--- src/hw/cepg_pkg.sv ---
package cepg_pkg;

  // ==========================================================
  // timing
  localparam int unsigned CLK_HZ         = 50_000_000;
  localparam int unsigned CYC_PER_US     = CLK_HZ / 1_000_000;
  localparam int unsigned SS_TIMEOUT_US  = 1000;
  localparam int unsigned SS_TIMEOUT_CYC = SS_TIMEOUT_US * CYC_PER_US;
  localparam int unsigned DLY_STEP_US    = 500;
  localparam int unsigned DLY_STEP_CYC   = DLY_STEP_US * CYC_PER_US;
  localparam int unsigned OTP_LOAD_CYC   = 64;
  localparam int unsigned RAMP_BASE_CYC  = 16;

  // ==========================================================
  // widths and layout
  localparam int unsigned N_CONV    = 3;
  localparam int unsigned N_BUCK    = 2;
  localparam int unsigned N_PIN     = 3;
  localparam int unsigned SYNC_W    = 5;
  localparam int unsigned CLK_BIT   = 4;
  localparam int unsigned RST_BIT   = 3;
  localparam int unsigned SEL_W     = 2;
  localparam int unsigned DLY_W     = 4;
  localparam int unsigned RATE_W    = 3;
  localparam int unsigned VSET_W    = 8;
  localparam int unsigned BST_W     = 2;
  localparam int unsigned THR_W     = 2;
  localparam int unsigned CNT_W     = 24;
  localparam int unsigned LOAD_W    = 8;
  localparam int unsigned RCNT_W    = 16;

  // ==========================================================
  // codes and reset values
  localparam logic [SEL_W-1:0]  SEL_REG = 2'h0;
  localparam logic [N_PIN-1:0]  PD_RST  = 3'h7;

  typedef enum logic [1:0] {
    ST_RESET   = 2'b00,
    ST_LOAD    = 2'b01,
    ST_STANDBY = 2'b10,
    ST_ACTIVE  = 2'b11
  } cepg_state_t;

endpackage

--- src/hw/cepg_ramp_if.sv ---
`timescale 1ns/10ps
// ==========================================================
// voltage ramp request and status for one step-down channel
interface cepg_ramp_if;
  logic [cepg_pkg::VSET_W-1:0] target;
  logic [cepg_pkg::RATE_W-1:0] rate;
  logic                        fpwm;
  logic [cepg_pkg::VSET_W-1:0] level;
  logic                        ramping;
  logic                        pwm_forced;
  modport ctl  (output target, rate, fpwm, input level, ramping, pwm_forced);
  modport ramp (input target, rate, fpwm, output level, ramping, pwm_forced);
endinterface // cepg_ramp_if

--- src/hw/cepg_vramp.sv ---
`timescale 1ns/10ps
// ==========================================================
// slew-limited output voltage code
module cepg_vramp (
  input  wire logic mclk_i,
  input  wire logic sys_rst_i,
  cepg_ramp_if.ramp rif
);
  localparam int unsigned RW = cepg_pkg::RCNT_W;
  logic [RW-1:0]                 cnt_reg;
  logic [RW-1:0]                 cnt_next;
  logic [cepg_pkg::VSET_W-1:0]   lvl_reg;
  logic [cepg_pkg::VSET_W-1:0]   lvl_next;
  logic                          busy_reg;
  logic                          frc_reg;

  // one code step per interval, interval doubles with each rate code
  wire [RW-1:0] interval = RW'(cepg_pkg::RAMP_BASE_CYC) << rif.rate;
  wire          moving   = (lvl_reg != rif.target);
  wire          tick     = moving && (cnt_reg >= interval - 1'b1);
  assign cnt_next = (!moving || tick) ? '0 : cnt_reg + 1'b1;
  assign lvl_next = !tick ? lvl_reg :
                    (rif.target > lvl_reg) ? lvl_reg + 1'b1 : lvl_reg - 1'b1; // [RULE_21]

  always_ff @(posedge mclk_i or posedge sys_rst_i) begin
    if (sys_rst_i) begin
      cnt_reg  <= '0;
      lvl_reg  <= '0;
      busy_reg <= 1'b0;
      frc_reg  <= 1'b0;
    end else begin
      cnt_reg  <= cnt_next;
      lvl_reg  <= lvl_next;
      busy_reg <= (lvl_next != rif.target);
      frc_reg  <= (lvl_next != rif.target) || rif.fpwm; // [RULE_22]
    end
  end
  assign rif.level      = lvl_reg;
  assign rif.ramping    = busy_reg;
  assign rif.pwm_forced = frc_reg;
endmodule // cepg_vramp

--- src/hw/cepg_conv_chan.sv ---
`timescale 1ns/10ps
// ==========================================================
// enable selection, pin delays and soft-start timeout of one converter
module cepg_conv_chan #(
  parameter int unsigned DLY_STEP_CYC   = cepg_pkg::DLY_STEP_CYC,
  parameter int unsigned SS_TIMEOUT_CYC = cepg_pkg::SS_TIMEOUT_CYC
) (
  input  wire logic                       mclk_i,
  input  wire logic                       sys_rst_i,
  input  wire logic                       run_i,
  input  wire logic                       on_bit_i,
  input  wire logic [cepg_pkg::SEL_W-1:0] pin_sel_i,
  input  wire logic [cepg_pkg::N_PIN-1:0] pins_i,
  input  wire logic [cepg_pkg::DLY_W-1:0] up_dly_i,
  input  wire logic [cepg_pkg::DLY_W-1:0] dn_dly_i,
  input  wire logic                       ss_done_i,
  input  wire logic                       short_clr_i,
  output logic                            on_o,
  output logic                            slew_o,
  output logic                            short_o
);
  localparam int unsigned CW = cepg_pkg::CNT_W;
  logic [CW-1:0] dly_reg;
  logic [CW-1:0] dly_next;
  logic [CW-1:0] ss_cnt_reg;
  logic          on_reg;
  logic          on_next;
  logic          ss_reg;
  logic          short_reg;
  logic          trip_reg;

  // selected pin and the delay that applies to its new level
  wire          pin_mode  = on_bit_i && (pin_sel_i != cepg_pkg::SEL_REG);
  wire          pin_lvl   = pins_i[pin_sel_i - 2'h1];
  wire          want      = run_i && on_bit_i && (!pin_mode || pin_lvl);
  wire [CW-1:0] dly_len   = CW'((pin_lvl ? up_dly_i : dn_dly_i) * DLY_STEP_CYC);
  wire          ss_expire = on_reg && !ss_reg && (ss_cnt_reg >= CW'(SS_TIMEOUT_CYC - 1));

  // a tripped converter stays off until its request drops once
  always_comb begin
    on_next  = on_reg;
    dly_next = '0;
    if (!run_i || !on_bit_i || trip_reg) begin
      on_next = 1'b0;                                    // [RULE_07] [RULE_08]
    end else if (!pin_mode) begin
      on_next = 1'b1;                                    // [RULE_10]
    end else if (pin_lvl != on_reg) begin
      if (dly_reg >= dly_len) begin
        on_next = pin_lvl;                               // [RULE_09]
      end else begin
        dly_next = dly_reg + 1'b1;
      end
    end
    if (ss_expire) begin
      on_next = 1'b0;                                    // [RULE_12] [RULE_17]
    end
  end

  always_ff @(posedge mclk_i or posedge sys_rst_i) begin
    if (sys_rst_i) begin
      dly_reg    <= '0;
      ss_cnt_reg <= '0;
      on_reg     <= 1'b0;
      ss_reg     <= 1'b0;
      short_reg  <= 1'b0;
      trip_reg   <= 1'b0;
    end else begin
      dly_reg    <= dly_next;
      ss_cnt_reg <= (on_reg && !ss_reg) ? ss_cnt_reg + 1'b1 : '0;
      on_reg     <= on_next;
      ss_reg     <= on_next && (ss_reg || ss_done_i);    // [RULE_11]
      short_reg  <= ss_expire || (short_reg && !short_clr_i);
      trip_reg   <= ss_expire || (trip_reg && want);
    end
  end
  assign on_o    = on_reg;
  assign slew_o  = ss_reg;
  assign short_o = short_reg;
endmodule // cepg_conv_chan

--- src/hw/cepg_seq_top.sv ---
`timescale 1ns/10ps
// What this block does
// RULE_01 - sync option off: detector off, internal RC
// RULE_02 - clock interrupt: standby both edges, active loss
// RULE_03 - reset pin rise starts default load
// RULE_04 - host waits 1.2 ms before bus access
// RULE_05 - after load enter standby, run watchdog
// RULE_06 - converters enable in standby or active
// RULE_07 - step-down on-bit and pin select decide
// RULE_08 - step-up uses same enable scheme
// RULE_09 - pin control waits turn-on/turn-off delays
// RULE_10 - register control switches without delays
// RULE_11 - soft start hands over at 0.35 V
// RULE_12 - step-down short: off after 1 ms
// RULE_13 - step-down good flag on becoming valid
// RULE_14 - method bit picks undervoltage or window
// RULE_15 - flag on invalid too, separate masks
// RULE_16 - step-down valid state always live
// RULE_17 - step-up short: off after 1 ms
// RULE_18 - step-up good flag, same method
// RULE_19 - step-up masks and live valid state
// RULE_20 - pin pull-downs on after reset, switchable
// RULE_21 - voltage changes ramp at chosen rate
// RULE_22 - fixed frequency forced during ramps
// RULE_23 - synchronise pins and clock presence
module cepg_seq_top #(
  parameter int unsigned DLY_STEP_CYC   = cepg_pkg::DLY_STEP_CYC,
  parameter int unsigned SS_TIMEOUT_CYC = cepg_pkg::SS_TIMEOUT_CYC
) (
  input  wire logic        mclk_i,
  input  wire logic        sys_rst_i,
  input  wire logic        active_low_reset_input_n_i,
  input  wire logic        supply_ok_i,
  input  wire logic        enable_pin_one_i,
  input  wire logic        enable_pin_two_i,
  input  wire logic        enable_pin_three_i,
  input  wire logic        ext_sync_en_i,
  input  wire logic        ext_clk_present_i,
  input  wire logic        clk_flag_clr_i,
  input  wire logic [1:0]  step_down_on_bit_i,
  input  wire logic        step_up_on_bit_i,
  input  wire logic [3:0]  step_down_pin_select_i,
  input  wire logic [1:0]  step_up_pin_select_i,
  input  wire logic [7:0]  step_down_turn_on_delay_i,
  input  wire logic [7:0]  step_down_turn_off_delay_i,
  input  wire logic [3:0]  step_up_turn_on_delay_i,
  input  wire logic [3:0]  step_up_turn_off_delay_i,
  input  wire logic [15:0] step_down_voltage_code_i,
  input  wire logic [5:0]  step_down_ramp_rate_i,
  input  wire logic [1:0]  step_down_forced_fixed_freq_i,
  input  wire logic [1:0]  step_up_voltage_code_i,
  input  wire logic [2:0]  soft_start_done_i,
  input  wire logic [2:0]  above_uv_i,
  input  wire logic [2:0]  below_ov_i,
  input  wire logic        validity_method_sel_i,
  input  wire logic [3:0]  step_down_threshold_sel_i,
  input  wire logic [1:0]  step_up_threshold_sel_i,
  input  wire logic [1:0]  step_down_rise_valid_mask_i,
  input  wire logic [1:0]  step_down_fall_invalid_mask_i,
  input  wire logic        step_up_rise_valid_mask_i,
  input  wire logic        step_up_fall_invalid_mask_i,
  input  wire logic [2:0]  good_flag_clr_i,
  input  wire logic [2:0]  short_flag_clr_i,
  input  wire logic [2:0]  pulldown_off_i,
  output logic      [1:0]  dev_state_o,
  output logic             otp_load_o,
  output logic             io_enable_o,
  output logic             watchdog_run_o,
  output logic             clk_det_en_o,
  output logic             use_ext_clk_o,
  output logic             clk_flag_o,
  output logic      [2:0]  conv_on_o,
  output logic      [2:0]  slew_mode_o,
  output logic      [2:0]  short_flag_o,
  output logic      [1:0]  step_down_good_flag_o,
  output logic             step_up_good_flag_o,
  output logic      [1:0]  step_down_valid_state_o,
  output logic             step_up_valid_state_o,
  output logic      [5:0]  threshold_sel_o,
  output logic      [15:0] step_down_target_reg_o,
  output logic      [1:0]  fixed_freq_o,
  output logic      [1:0]  step_up_level_o,
  output logic      [2:0]  enable_pin_pulldown_on_o
);
  localparam int unsigned NC = cepg_pkg::N_CONV;
  localparam int unsigned NB = cepg_pkg::N_BUCK;
  localparam logic [cepg_pkg::LOAD_W-1:0] LOAD_LAST =
    cepg_pkg::LOAD_W'(cepg_pkg::OTP_LOAD_CYC - 1);

  // standby and active are the only states where converters may run
  function automatic logic cepg_is_run(input cepg_pkg::cepg_state_t s);
    return (s == cepg_pkg::ST_STANDBY) || (s == cepg_pkg::ST_ACTIVE);
  endfunction

  // ==========================================================
  // input synchronisers
  logic [cepg_pkg::SYNC_W-1:0] meta_reg;
  logic [cepg_pkg::SYNC_W-1:0] sync_reg;
  wire  [cepg_pkg::SYNC_W-1:0] raw_in = {ext_clk_present_i, active_low_reset_input_n_i,
                                         enable_pin_three_i, enable_pin_two_i,
                                         enable_pin_one_i};

  // meta_reg feeds sync_reg only, nothing else looks at it
  always_ff @(posedge mclk_i or posedge sys_rst_i) begin
    if (sys_rst_i) begin
      meta_reg <= '0;
      sync_reg <= '0;
    end else begin
      meta_reg <= raw_in;                                // [RULE_23]
      sync_reg <= meta_reg;
    end
  end
  wire [cepg_pkg::N_PIN-1:0] pins_s  = sync_reg[cepg_pkg::N_PIN-1:0];
  wire                       rstn_s  = sync_reg[cepg_pkg::RST_BIT];
  wire                       extck_s = sync_reg[cepg_pkg::CLK_BIT];

  // ==========================================================
  // device state
  cepg_pkg::cepg_state_t       state_reg;
  cepg_pkg::cepg_state_t       state_next;
  logic [cepg_pkg::LOAD_W-1:0] load_cnt_reg;
  logic                        rstn_prev_reg;
  logic [NC-1:0]               conv_on;

  wire rst_rise = rstn_s && !rstn_prev_reg;
  wire run      = cepg_is_run(state_reg);
  wire run_next = cepg_is_run(state_next);

  // loss of supply or a low reset pin always wins over progress
  always_comb begin
    state_next = state_reg;
    case (state_reg)
      cepg_pkg::ST_RESET: begin
        if (rst_rise && supply_ok_i) state_next = cepg_pkg::ST_LOAD;   // [RULE_03]
      end
      cepg_pkg::ST_LOAD: begin
        if (load_cnt_reg == LOAD_LAST) state_next = cepg_pkg::ST_STANDBY; // [RULE_05]
      end
      cepg_pkg::ST_STANDBY: begin
        if (|conv_on) state_next = cepg_pkg::ST_ACTIVE;
      end
      cepg_pkg::ST_ACTIVE: begin
        if (!(|conv_on)) state_next = cepg_pkg::ST_STANDBY;
      end
      default: state_next = cepg_pkg::ST_RESET;
    endcase
    if (!rstn_s || !supply_ok_i) state_next = cepg_pkg::ST_RESET;
  end

  always_ff @(posedge mclk_i or posedge sys_rst_i) begin
    if (sys_rst_i) begin
      state_reg      <= cepg_pkg::ST_RESET;
      load_cnt_reg   <= '0;
      rstn_prev_reg  <= 1'b0;
      otp_load_o     <= 1'b0;
      io_enable_o    <= 1'b0;
      watchdog_run_o <= 1'b0;
    end else begin
      state_reg      <= state_next;
      load_cnt_reg   <= (state_reg == cepg_pkg::ST_LOAD) ? load_cnt_reg + 1'b1 : '0;
      rstn_prev_reg  <= rstn_s;
      otp_load_o     <= (state_next == cepg_pkg::ST_LOAD);       // [RULE_03]
      io_enable_o    <= (state_next != cepg_pkg::ST_RESET);      // [RULE_03]
      watchdog_run_o <= run_next;                                // [RULE_05]
    end
  end
  assign dev_state_o = state_reg;

  // ==========================================================
  // switching clock source and clock interrupt
  logic extck_prev_reg;
  wire  ck_lost  = extck_prev_reg && !extck_s;
  wire  ck_back  = !extck_prev_reg && extck_s;
  wire  to_stby  = (state_reg == cepg_pkg::ST_LOAD) && (state_next == cepg_pkg::ST_STANDBY);
  wire  to_actv  = (state_reg == cepg_pkg::ST_STANDBY) && (state_next == cepg_pkg::ST_ACTIVE);
  // active mode reports only a vanishing clock; expected-but-absent on entry too
  wire  clk_ev   = ext_sync_en_i && ((run && ck_lost) ||
                   ((state_reg == cepg_pkg::ST_STANDBY) && ck_back) ||
                   ((to_stby || to_actv) && !extck_s));              // [RULE_02]

  always_ff @(posedge mclk_i or posedge sys_rst_i) begin
    if (sys_rst_i) begin
      extck_prev_reg <= 1'b0;
      clk_det_en_o   <= 1'b0;
      use_ext_clk_o  <= 1'b0;
      clk_flag_o     <= 1'b0;
    end else begin
      extck_prev_reg <= extck_s;
      clk_det_en_o   <= ext_sync_en_i && run_next;               // [RULE_01]
      use_ext_clk_o  <= ext_sync_en_i && extck_s;                // [RULE_01]
      clk_flag_o     <= clk_ev || (clk_flag_o && !clk_flag_clr_i);
    end
  end

  // ==========================================================
  // converter channels, index 2 is the step-up converter
  wire [NC-1:0]   on_bits  = {step_up_on_bit_i, step_down_on_bit_i};
  wire [2*NC-1:0] sel_all  = {step_up_pin_select_i, step_down_pin_select_i};
  wire [4*NC-1:0] up_all   = {step_up_turn_on_delay_i, step_down_turn_on_delay_i};
  wire [4*NC-1:0] dn_all   = {step_up_turn_off_delay_i, step_down_turn_off_delay_i};
  wire [NC-1:0]   rise_msk = {step_up_rise_valid_mask_i, step_down_rise_valid_mask_i};
  wire [NC-1:0]   fall_msk = {step_up_fall_invalid_mask_i, step_down_fall_invalid_mask_i};
  logic [NC-1:0]  valid_reg;
  logic [NC-1:0]  good_reg;

  genvar g;
  generate
    for (g = 0; g < NC; g++) begin : g_conv
      // run gates every channel so enabling works in standby or active
      cepg_conv_chan #(
        .DLY_STEP_CYC  (DLY_STEP_CYC),
        .SS_TIMEOUT_CYC(SS_TIMEOUT_CYC)
      ) u_chan (
        .mclk_i     (mclk_i),
        .sys_rst_i  (sys_rst_i),
        .run_i      (run),                                       // [RULE_06]
        .on_bit_i   (on_bits[g]),                                // [RULE_07] [RULE_08]
        .pin_sel_i  (sel_all[2*g +: 2]),
        .pins_i     (pins_s),
        .up_dly_i   (up_all[4*g +: 4]),                          // [RULE_09]
        .dn_dly_i   (dn_all[4*g +: 4]),
        .ss_done_i  (soft_start_done_i[g]),                      // [RULE_11] [RULE_17]
        .short_clr_i(short_flag_clr_i[g]),
        .on_o       (conv_on[g]),
        .slew_o     (slew_mode_o[g]),
        .short_o    (short_flag_o[g])
      );

      // validity by undervoltage alone or by the full window
      wire valid_w = above_uv_i[g] && (!validity_method_sel_i || below_ov_i[g]); // [RULE_14] [RULE_18]
      wire rise_ev = valid_w && !valid_reg[g] && !rise_msk[g];   // [RULE_13] [RULE_15]
      wire fall_ev = !valid_w && valid_reg[g] && !fall_msk[g];   // [RULE_15] [RULE_19]

      always_ff @(posedge mclk_i or posedge sys_rst_i) begin
        if (sys_rst_i) begin
          valid_reg[g] <= 1'b0;
          good_reg[g]  <= 1'b0;
        end else begin
          valid_reg[g] <= valid_w;                               // [RULE_16] [RULE_19]
          good_reg[g]  <= rise_ev || fall_ev || (good_reg[g] && !good_flag_clr_i[g]);
        end
      end
    end
  endgenerate
  assign conv_on_o               = conv_on;
  assign step_down_good_flag_o   = good_reg[NB-1:0];
  assign step_up_good_flag_o     = good_reg[NB];
  assign step_down_valid_state_o = valid_reg[NB-1:0];
  assign step_up_valid_state_o   = valid_reg[NB];

  // ==========================================================
  // step-down voltage ramps
  cepg_ramp_if rif [NB] ();
  generate
    for (g = 0; g < NB; g++) begin : g_ramp
      assign rif[g].target = step_down_voltage_code_i[8*g +: 8];
      assign rif[g].rate   = step_down_ramp_rate_i[3*g +: 3];   // [RULE_21]
      assign rif[g].fpwm   = step_down_forced_fixed_freq_i[g];
      cepg_vramp u_ramp (
        .mclk_i   (mclk_i),
        .sys_rst_i(sys_rst_i),
        .rif      (rif[g].ramp)
      );
      assign step_down_target_reg_o[8*g +: 8] = rif[g].level;
      assign fixed_freq_o[g]                  = rif[g].pwm_forced; // [RULE_22]
    end
  endgenerate

  // ==========================================================
  // pull-downs, thresholds and step-up code
  always_ff @(posedge mclk_i or posedge sys_rst_i) begin
    if (sys_rst_i) begin
      enable_pin_pulldown_on_o <= cepg_pkg::PD_RST;
      threshold_sel_o          <= '0;
      step_up_level_o          <= '0;
    end else begin
      // pull-down settings are honoured only once defaults are loaded; thresholds and step-up code always follow
      enable_pin_pulldown_on_o <= run_next ? ~pulldown_off_i : cepg_pkg::PD_RST; // [RULE_20]
      threshold_sel_o          <= {step_up_threshold_sel_i, step_down_threshold_sel_i};
      step_up_level_o          <= step_up_voltage_code_i;    // [RULE_08]
    end
  end
endmodule // cepg_seq_top

--- config.mk ---
export PLATFORM = sky130hd
export DESIGN_NAME = cepg_seq_top
export DESIGN_NICKNAME = d
export VERILOG_FILES = /design/src/hw/cepg_pkg.sv /design/src/hw/cepg_ramp_if.sv /design/src/hw/cepg_vramp.sv /design/src/hw/cepg_conv_chan.sv /design/src/hw/cepg_seq_top.sv
export SDC_FILE = /design/constraint.sdc
export NUM_CORES = 1
export LEC_CHECK = 0
export BUFFER_PORTS_ARGS = -buffer_cell sky130_fd_sc_hd__buf_2
export CAP_MARGIN = 0
export CORE_ASPECT_RATIO = 1.5
export CORE_MARGIN = 2
export CORE_UTILIZATION = 60
export DETAILED_ROUTE_END_ITERATION = 10
export MAX_ROUTING_LAYER = met4
export PLACE_DENSITY_LB_ADDON = 0.05
export SLEW_MARGIN = 25
export SYNTH_ARGS = -nofsm -noshare
export SYNTH_HDL_FRONTEND = slang
export SYNTH_SLANG_ARGS = --single-unit
export TNS_END_PERCENT = 50
--- constraint.sdc ---
create_clock -name mclk_i -period 10.75 [get_ports mclk_i]
set_clock_uncertainty 0.1 [all_clocks]
set_input_delay 2.15 -clock mclk_i [delete_from_list [all_inputs] [get_ports mclk_i]]
set_output_delay 2.15 -clock mclk_i [all_outputs]
set_load 0.02 [all_outputs]
# == Yosys cells after proc, flatten, opt, wreduce, memory -nomap -nowiden ==
# Cells that the tools add are included.
# word_totals
wordCells,287
register_bits,251
out_inout_bits,52
# classes
bitwise_logic,1
add_sub_neg,18
multipliers,3
mux,53
eq_ne,14
order_cmp,13
reduce_logical,138
shift,2
# op_table
cell,count
24-bit 2-to-1 mux,15
24-bit by 1-bit adder with 24-bit output (second input constant),6
32-bit by 12-bit multiplier with 21-bit output (second input constant),3
24-bit by 16-bit >= comparator with 1-bit output (second input constant),3
24-bit >= comparator,3
1-bit logical AND,57
8-bit 2-to-1 mux,5
1-bit logical OR,38
1-bit logical NOT,37
16-bit by 1-bit adder with 16-bit output (second input constant),2
16-bit >= comparator,2
16-bit 2-to-1 mux,2
8-bit != test,4
5-bit by 3-bit left shift with 16-bit output (first input constant),2
16-bit by 1-bit subtractor with 16-bit output (second input constant),2
8-bit by 1-bit adder with 8-bit output (second input constant),3
1-bit 2-to-1 mux,18
8-bit greater-than comparator,2
8-bit by 1-bit subtractor with 8-bit output (second input constant),2
4-bit 2-to-1 mux,3
2-bit 2-to-1 mux,5
2-bit by 3-bit < comparator with 1-bit output (second input constant),3
2-bit equality test (second input constant),4
8-bit by 6-bit equality test with 1-bit output (second input constant),1
other kinds (10),20

# == Longest topological paths before layout ==
# depth
depth_word,13
depth_mapped,27

# == Hierarchy ==
# Synthesis repeated with hierarchy kept, for this count alone.
# unflattened
hier_cells,1615
hier_area_um2,15695.1
# by_module_without_submodules
mod,n_inst,cells_per_inst,area_per_inst_um2,seq_area_each_um2
cepg_conv_chan at g_conv[0].u_chan ...,2,350,3364.5,1301.2
cepg_conv_chan at g_conv[2].u_chan,1,353,3375.7,1301.2
cepg_vramp at g_ramp[1].u_ramp,1,219,1991.9,650.6
cepg_vramp at g_ramp[0].u_ramp,1,217,1966.9,650.6
cepg_seq_top,1,126,1631.6,1129.8

# == Worst setup path after synthesis ==
# No wires, ideal clock.
# synth_path
path_type,input-to-reg
from,input port step_up_pin_select_i[0]
to,register g_conv[2].u_chan.ss_reg
slack_ns,3.644
path_stages,24
setup_ns,0.066
n_path_buf,0
required_time_ns,10.584
arrival_time_ns,6.940
path_cell_list,inv_1 -> ha_1 -> mux2i_1 -> o21ai_2 -> mux2i_1 -> inv_1 -> ha_1 -> xnor2_1 -> ha_1 -> a21o_1 -> ha_1 -> a31oi_1 -> o21bai_1 -> a21oi_1 -> nor2b_1 -> o2111a_1 -> o21ai_1 -> xor2_1 -> ha_1 -> a21o_1 -> a21o_1 -> a211o_1 -> a2111oi_0 -> o211a_1
# synth_between
elab_chain_len,12
word_cells_on_any_way,15
cone_classes,add/sub: 1; mul: 1; order compare: 1; eq/ne: 1; mux: 8; reduce/logical: 3
# synth_lines
item,line_no,source
"start, declared",cepg_seq_top.sv:43,"input wire logic [1:0] step_up_pin_select_i,"
2-bit by 1-bit subtractor with 2-bit output,cepg_conv_chan.sv:34,wire pin_lvl = pins_i[pin_sel_i - 2'h1];
1-bit binary-select mux with 2-bit select,cepg_conv_chan.sv:34,
1-bit 2-to-1 mux (not written as such),cepg_conv_chan.sv:34,
4-bit 2-to-1 mux,cepg_conv_chan.sv:36,wire [CW-1:0] dly_len = CW'((pin_lvl ? up_dly_i : dn_dly_i) * DLY_STEP_CYC);
32-bit by 12-bit multiplier with 21-bit output,cepg_conv_chan.sv:36,
24-bit >= comparator,cepg_conv_chan.sv:48,if (dly_reg >= dly_len) begin
1-bit 2-to-1 mux,cepg_conv_chan.sv:48,
1-bit 2-to-1 mux,cepg_conv_chan.sv:47,end else if (pin_lvl != on_reg) begin
1-bit 2-to-1 mux (*),cepg_conv_chan.sv:45,end else if (!pin_mode) begin
1-bit 2-to-1 mux (*),cepg_conv_chan.sv:43,if (!run_i || !on_bit_i || trip_reg) begin
1-bit 2-to-1 mux (*),cepg_conv_chan.sv:54,if (ss_expire) begin
1-bit logical AND (*),cepg_conv_chan.sv:71,ss_reg <= on_next && (ss_reg || ss_done_i);
"end signal, assigned",cepg_conv_chan.sv:71,
"end, declared",cepg_conv_chan.sv:28,logic ss_reg;
# Mark *: on every way between the ends. The rest lies on a longest branch, timed or not. The select of a mux whose other input is x is not followed.

# == Final worst setup path ==
# layout_path
from,input port step_up_pin_select_i[0]
to,register g_conv[2].u_chan.dly_reg[15]
# layout_between
elab_chain_len,10
word_cells_on_any_way,13
cone_classes,add/sub: 1; mul: 1; order compare: 1; eq/ne: 1; mux: 7; reduce/logical: 2
# layout_lines
item,line_no,source
2-bit by 1-bit subtractor with 2-bit output,cepg_conv_chan.sv:34,
1-bit binary-select mux with 2-bit select,cepg_conv_chan.sv:34,
1-bit 2-to-1 mux (not written as such),cepg_conv_chan.sv:34,
4-bit 2-to-1 mux,cepg_conv_chan.sv:36,
32-bit by 12-bit multiplier with 21-bit output,cepg_conv_chan.sv:36,
24-bit >= comparator,cepg_conv_chan.sv:48,
24-bit 2-to-1 mux,cepg_conv_chan.sv:48,
24-bit 2-to-1 mux,cepg_conv_chan.sv:47,
24-bit 2-to-1 mux (*),cepg_conv_chan.sv:45,
24-bit 2-to-1 mux (*),cepg_conv_chan.sv:43,
via g_conv[2].u_chan.dly_next[15],cepg_conv_chan.sv:24,logic [CW-1:0] dly_next;
"end signal, assigned",cepg_conv_chan.sv:68,dly_reg <= dly_next;
"end, declared",cepg_conv_chan.sv:23,logic [CW-1:0] dly_reg;
# Mark *: on every way through the listed nets, which the timed path passes. The rest lies on a longest branch. The select of a mux whose other input is x is not followed.

==> qor.txt <==
Starting density of the core - 0.605
# port buffers - 151
Final setup fails - 0
Final non-filler cell total - 2147
WL met1 - 14.0 mm
Sw Share - 0.344
Yosys top cell area share - 0.399
CP top delay family - compound AO/OA/AOI/OAI gates
Dominant cells by area after synthesis - dfrtp_1 (40%), ha_1 (13%), xor2_1 (6.0%)
Critical Path AT - 8.05 ns
Avg WL per Cell - 15.6 um
Cell repeated most along the worst path - ha_1
Area delta synth->final - 13.0%
Unrepaired setup endpoints after global routing - false
Logic pwr share - 0.379
Number of flops mapped to enable cells by yosys - 0
WL met3 - 1.09 mm
Fin crit share - 0.717
Peak supply drop - 0.000165 V
Drt total wl - 33.5 mm
Crit Path Max Fanout - 21
Initial antenna violation count - 0
Startpoint types - primary input
First-pass GRT wire length - 56.3 mm
Crit path kind - primary input to flip-flop
Sw Pwr - 1.12 mW
Total gr overflow - 0
# rows - 72
Core area - 25700 um^2
Status - complete, no violations
1st-iter DRT viols - 587
Synth warn - 0
DP HPWL - 24.9 mm
Die H - 201 um
R2r setup slk - 4.54 ns
LEAKAGE - 8.36 nW
Top Metal Used - met4
Final net count - 2056
Yosys reg bits - 251
Placed cells - 2099
Critical Path RT - 11.09 ns
DR WL met2 - 17.7 mm
Max cap viols - 0
Internal - 2.14 mW
WHS Path Cells - 0
Slew Limit Fails - 0
Vias - 12000
Most frequent cell after synthesis - dfrtp_1
Via/cell ratio - 5.61
Tmin final - 7.71 ns
Overall Global Routing Usage - 0.257
Vias in the first global route - 12300
Post-synth ARST share - 1.00
PD cells - 186 nW/um^2
Clk Latency, worst-skew pair - 0.53 ns
Netlist cell types - 73
Fmax - 130 MHz
Synth cell count leaders - dfrtp_1 (248), nor2_1 (222), ha_1 (160)
Worst slew pin tran - 0.986 ns
Final ANT Viol Nets - 0
Ant. Diodes - 0
Rel. slew slack - 0.343
Clock slew seen by the registers of the worst setup and hold paths - 0.05 ns
Bufs on Longest Clock Path - 3
Share of total power in the clock network - 0.300
Element type at the critical path end - flip-flop
Final hold violations - 0
Reg power frac - 0.321
Gpl congestion - 0.863
DIE AREA - 27200 um^2
# IOs - 152
Min-Delay Path Class - flip-flop to flip-flop
CTS Buf Count - 26
First-pass DRT Iterations - 5
Syn Std Cell Area - 15500 um^2
Clk sinks - 251
Worst R2R Path Depth - 22
Worst path depth - 25
Setup bufs post-CTS - 0
Clock root cell - clkbuf_16
Largest stage delay, worst path - 0.71 ns
Setup TNS - 0 ns
Post-synthesis sequential area ratio - 0.404
Fraction of layout cells with a size suffix above 1 - 0.128
Leading area contributor after synthesis - dfrtp_1
Htree depth - 1
Avg Inst Size Synth - 9.52 um^2
Cts repair resizes - 0
Fill cells - 2073
CP bufs+invs - 3
CTS tree - yes
Slowest CP cell - nand3b_1
Gate Count Post-Synth - 1633
Cts hold-fix bufs - 0
Largest net degree at the start of global routing - 122
Die width - 135 um
Predominant post-synthesis flop cell - dfrtp_1
Drt drc - 0
## metal layers
metal  vias up  track usage
met5         -            -
met4         0       0.0688
met3        56       0.0282
met2       200        0.463
met1      5830        0.303
li1       5957            -
## path summary, 6_finish.rpt
check	startpoint	to
worst min-delay path	meta_reg[4]	sync_reg[4]
worst max-delay path	step_up_pin_select_i[0]	g_conv[2].u_chan.dly_reg[15]
max in group asynchronous	sys_rst_i	g_conv[2].u_chan.dly_reg[14]
worst min register to register	meta_reg[4]	sync_reg[4]
worst max register to register	sync_reg[0]	g_conv[2].u_chan.dly_reg[15]
min in group asynchronous	sys_rst_i	threshold_sel_o[1]
## placed cells by master (no fill, tap or decap), types with 17 or more instances in the layout
| master | instances |
|---|---|
| nand4_1 | 24 |
| a21oi_1 | 58 |
| ha_1 | 160 |
| o21ai_0 | 46 |
| nand2_1 | 98 |
| buf_2 | 151 |
| inv_1 | 110 |
| xnor2_1 | 96 |
| dfrtp_1 | 248 |
| clkbuf_16 | 26 |
| and3_1 | 41 |
| a21o_1 | 26 |
| xor2_1 | 106 |
| nor2_1 | 222 |
| or3_1 | 20 |
| nand3_1 | 78 |
| conb_1 | 17 |
| nor3_1 | 27 |
## metrics by stage
stage	setup slack [ns]	power [mW]	cell area (um^2)	util	hold WS [ns]
final	3.04	3.27	17600	0.684	0.246
after global routing	2.53	3.51	17600	0.684	0.264
after CTS	3.06	3.29	17600	0.684	0.247
after detailed placement	2.50	2.30	16600	0.647	0.235
after global placement	2.71	2.26	16600	0.647	0.237
after floorplan	1.60	2.01	15600	-	0.231
## logic make-up after synthesis
family | Yosys count | synth area share
AOI/OAI and AO/OA | 243 | 0.106
DFF | 251 | 0.404
buffers and inverters | 148 | 0.0391
and+or+nand+nor | 598 | 0.185
muxes | 25 | 0.0170
other | 2 | 0.000483
xor gates and xnor gates | 204 | 0.117
adders and majority gates | 162 | 0.131
## power by group through the flow
stage	combinational [mW]	clock (mW)	sequential (mW)
after floorplan	0.913	0	1.09
after CTS	1.24	1.00	1.05
final	1.24	0.981	1.05
after global placement	1.19	0	1.06
after detailed placement	1.23	0	1.07
after global routing	1.41	1.04	1.05
## layout make-up
cell class / count / area (um^2) / share of cell area
multi-input combinational: 1249 / 8700 / 0.496
sequential: 251 / 6280 / 0.358
clock buffer: 37 / 782 / 0.0445
timing repair buffer: 153 / 771 / 0.0439
inverter: 113 / 432 / 0.0246
tap: 333 / 417 / 0.0237
clock inverter: 11 / 171 / 0.00976
(Power assumes the default switching activity.)
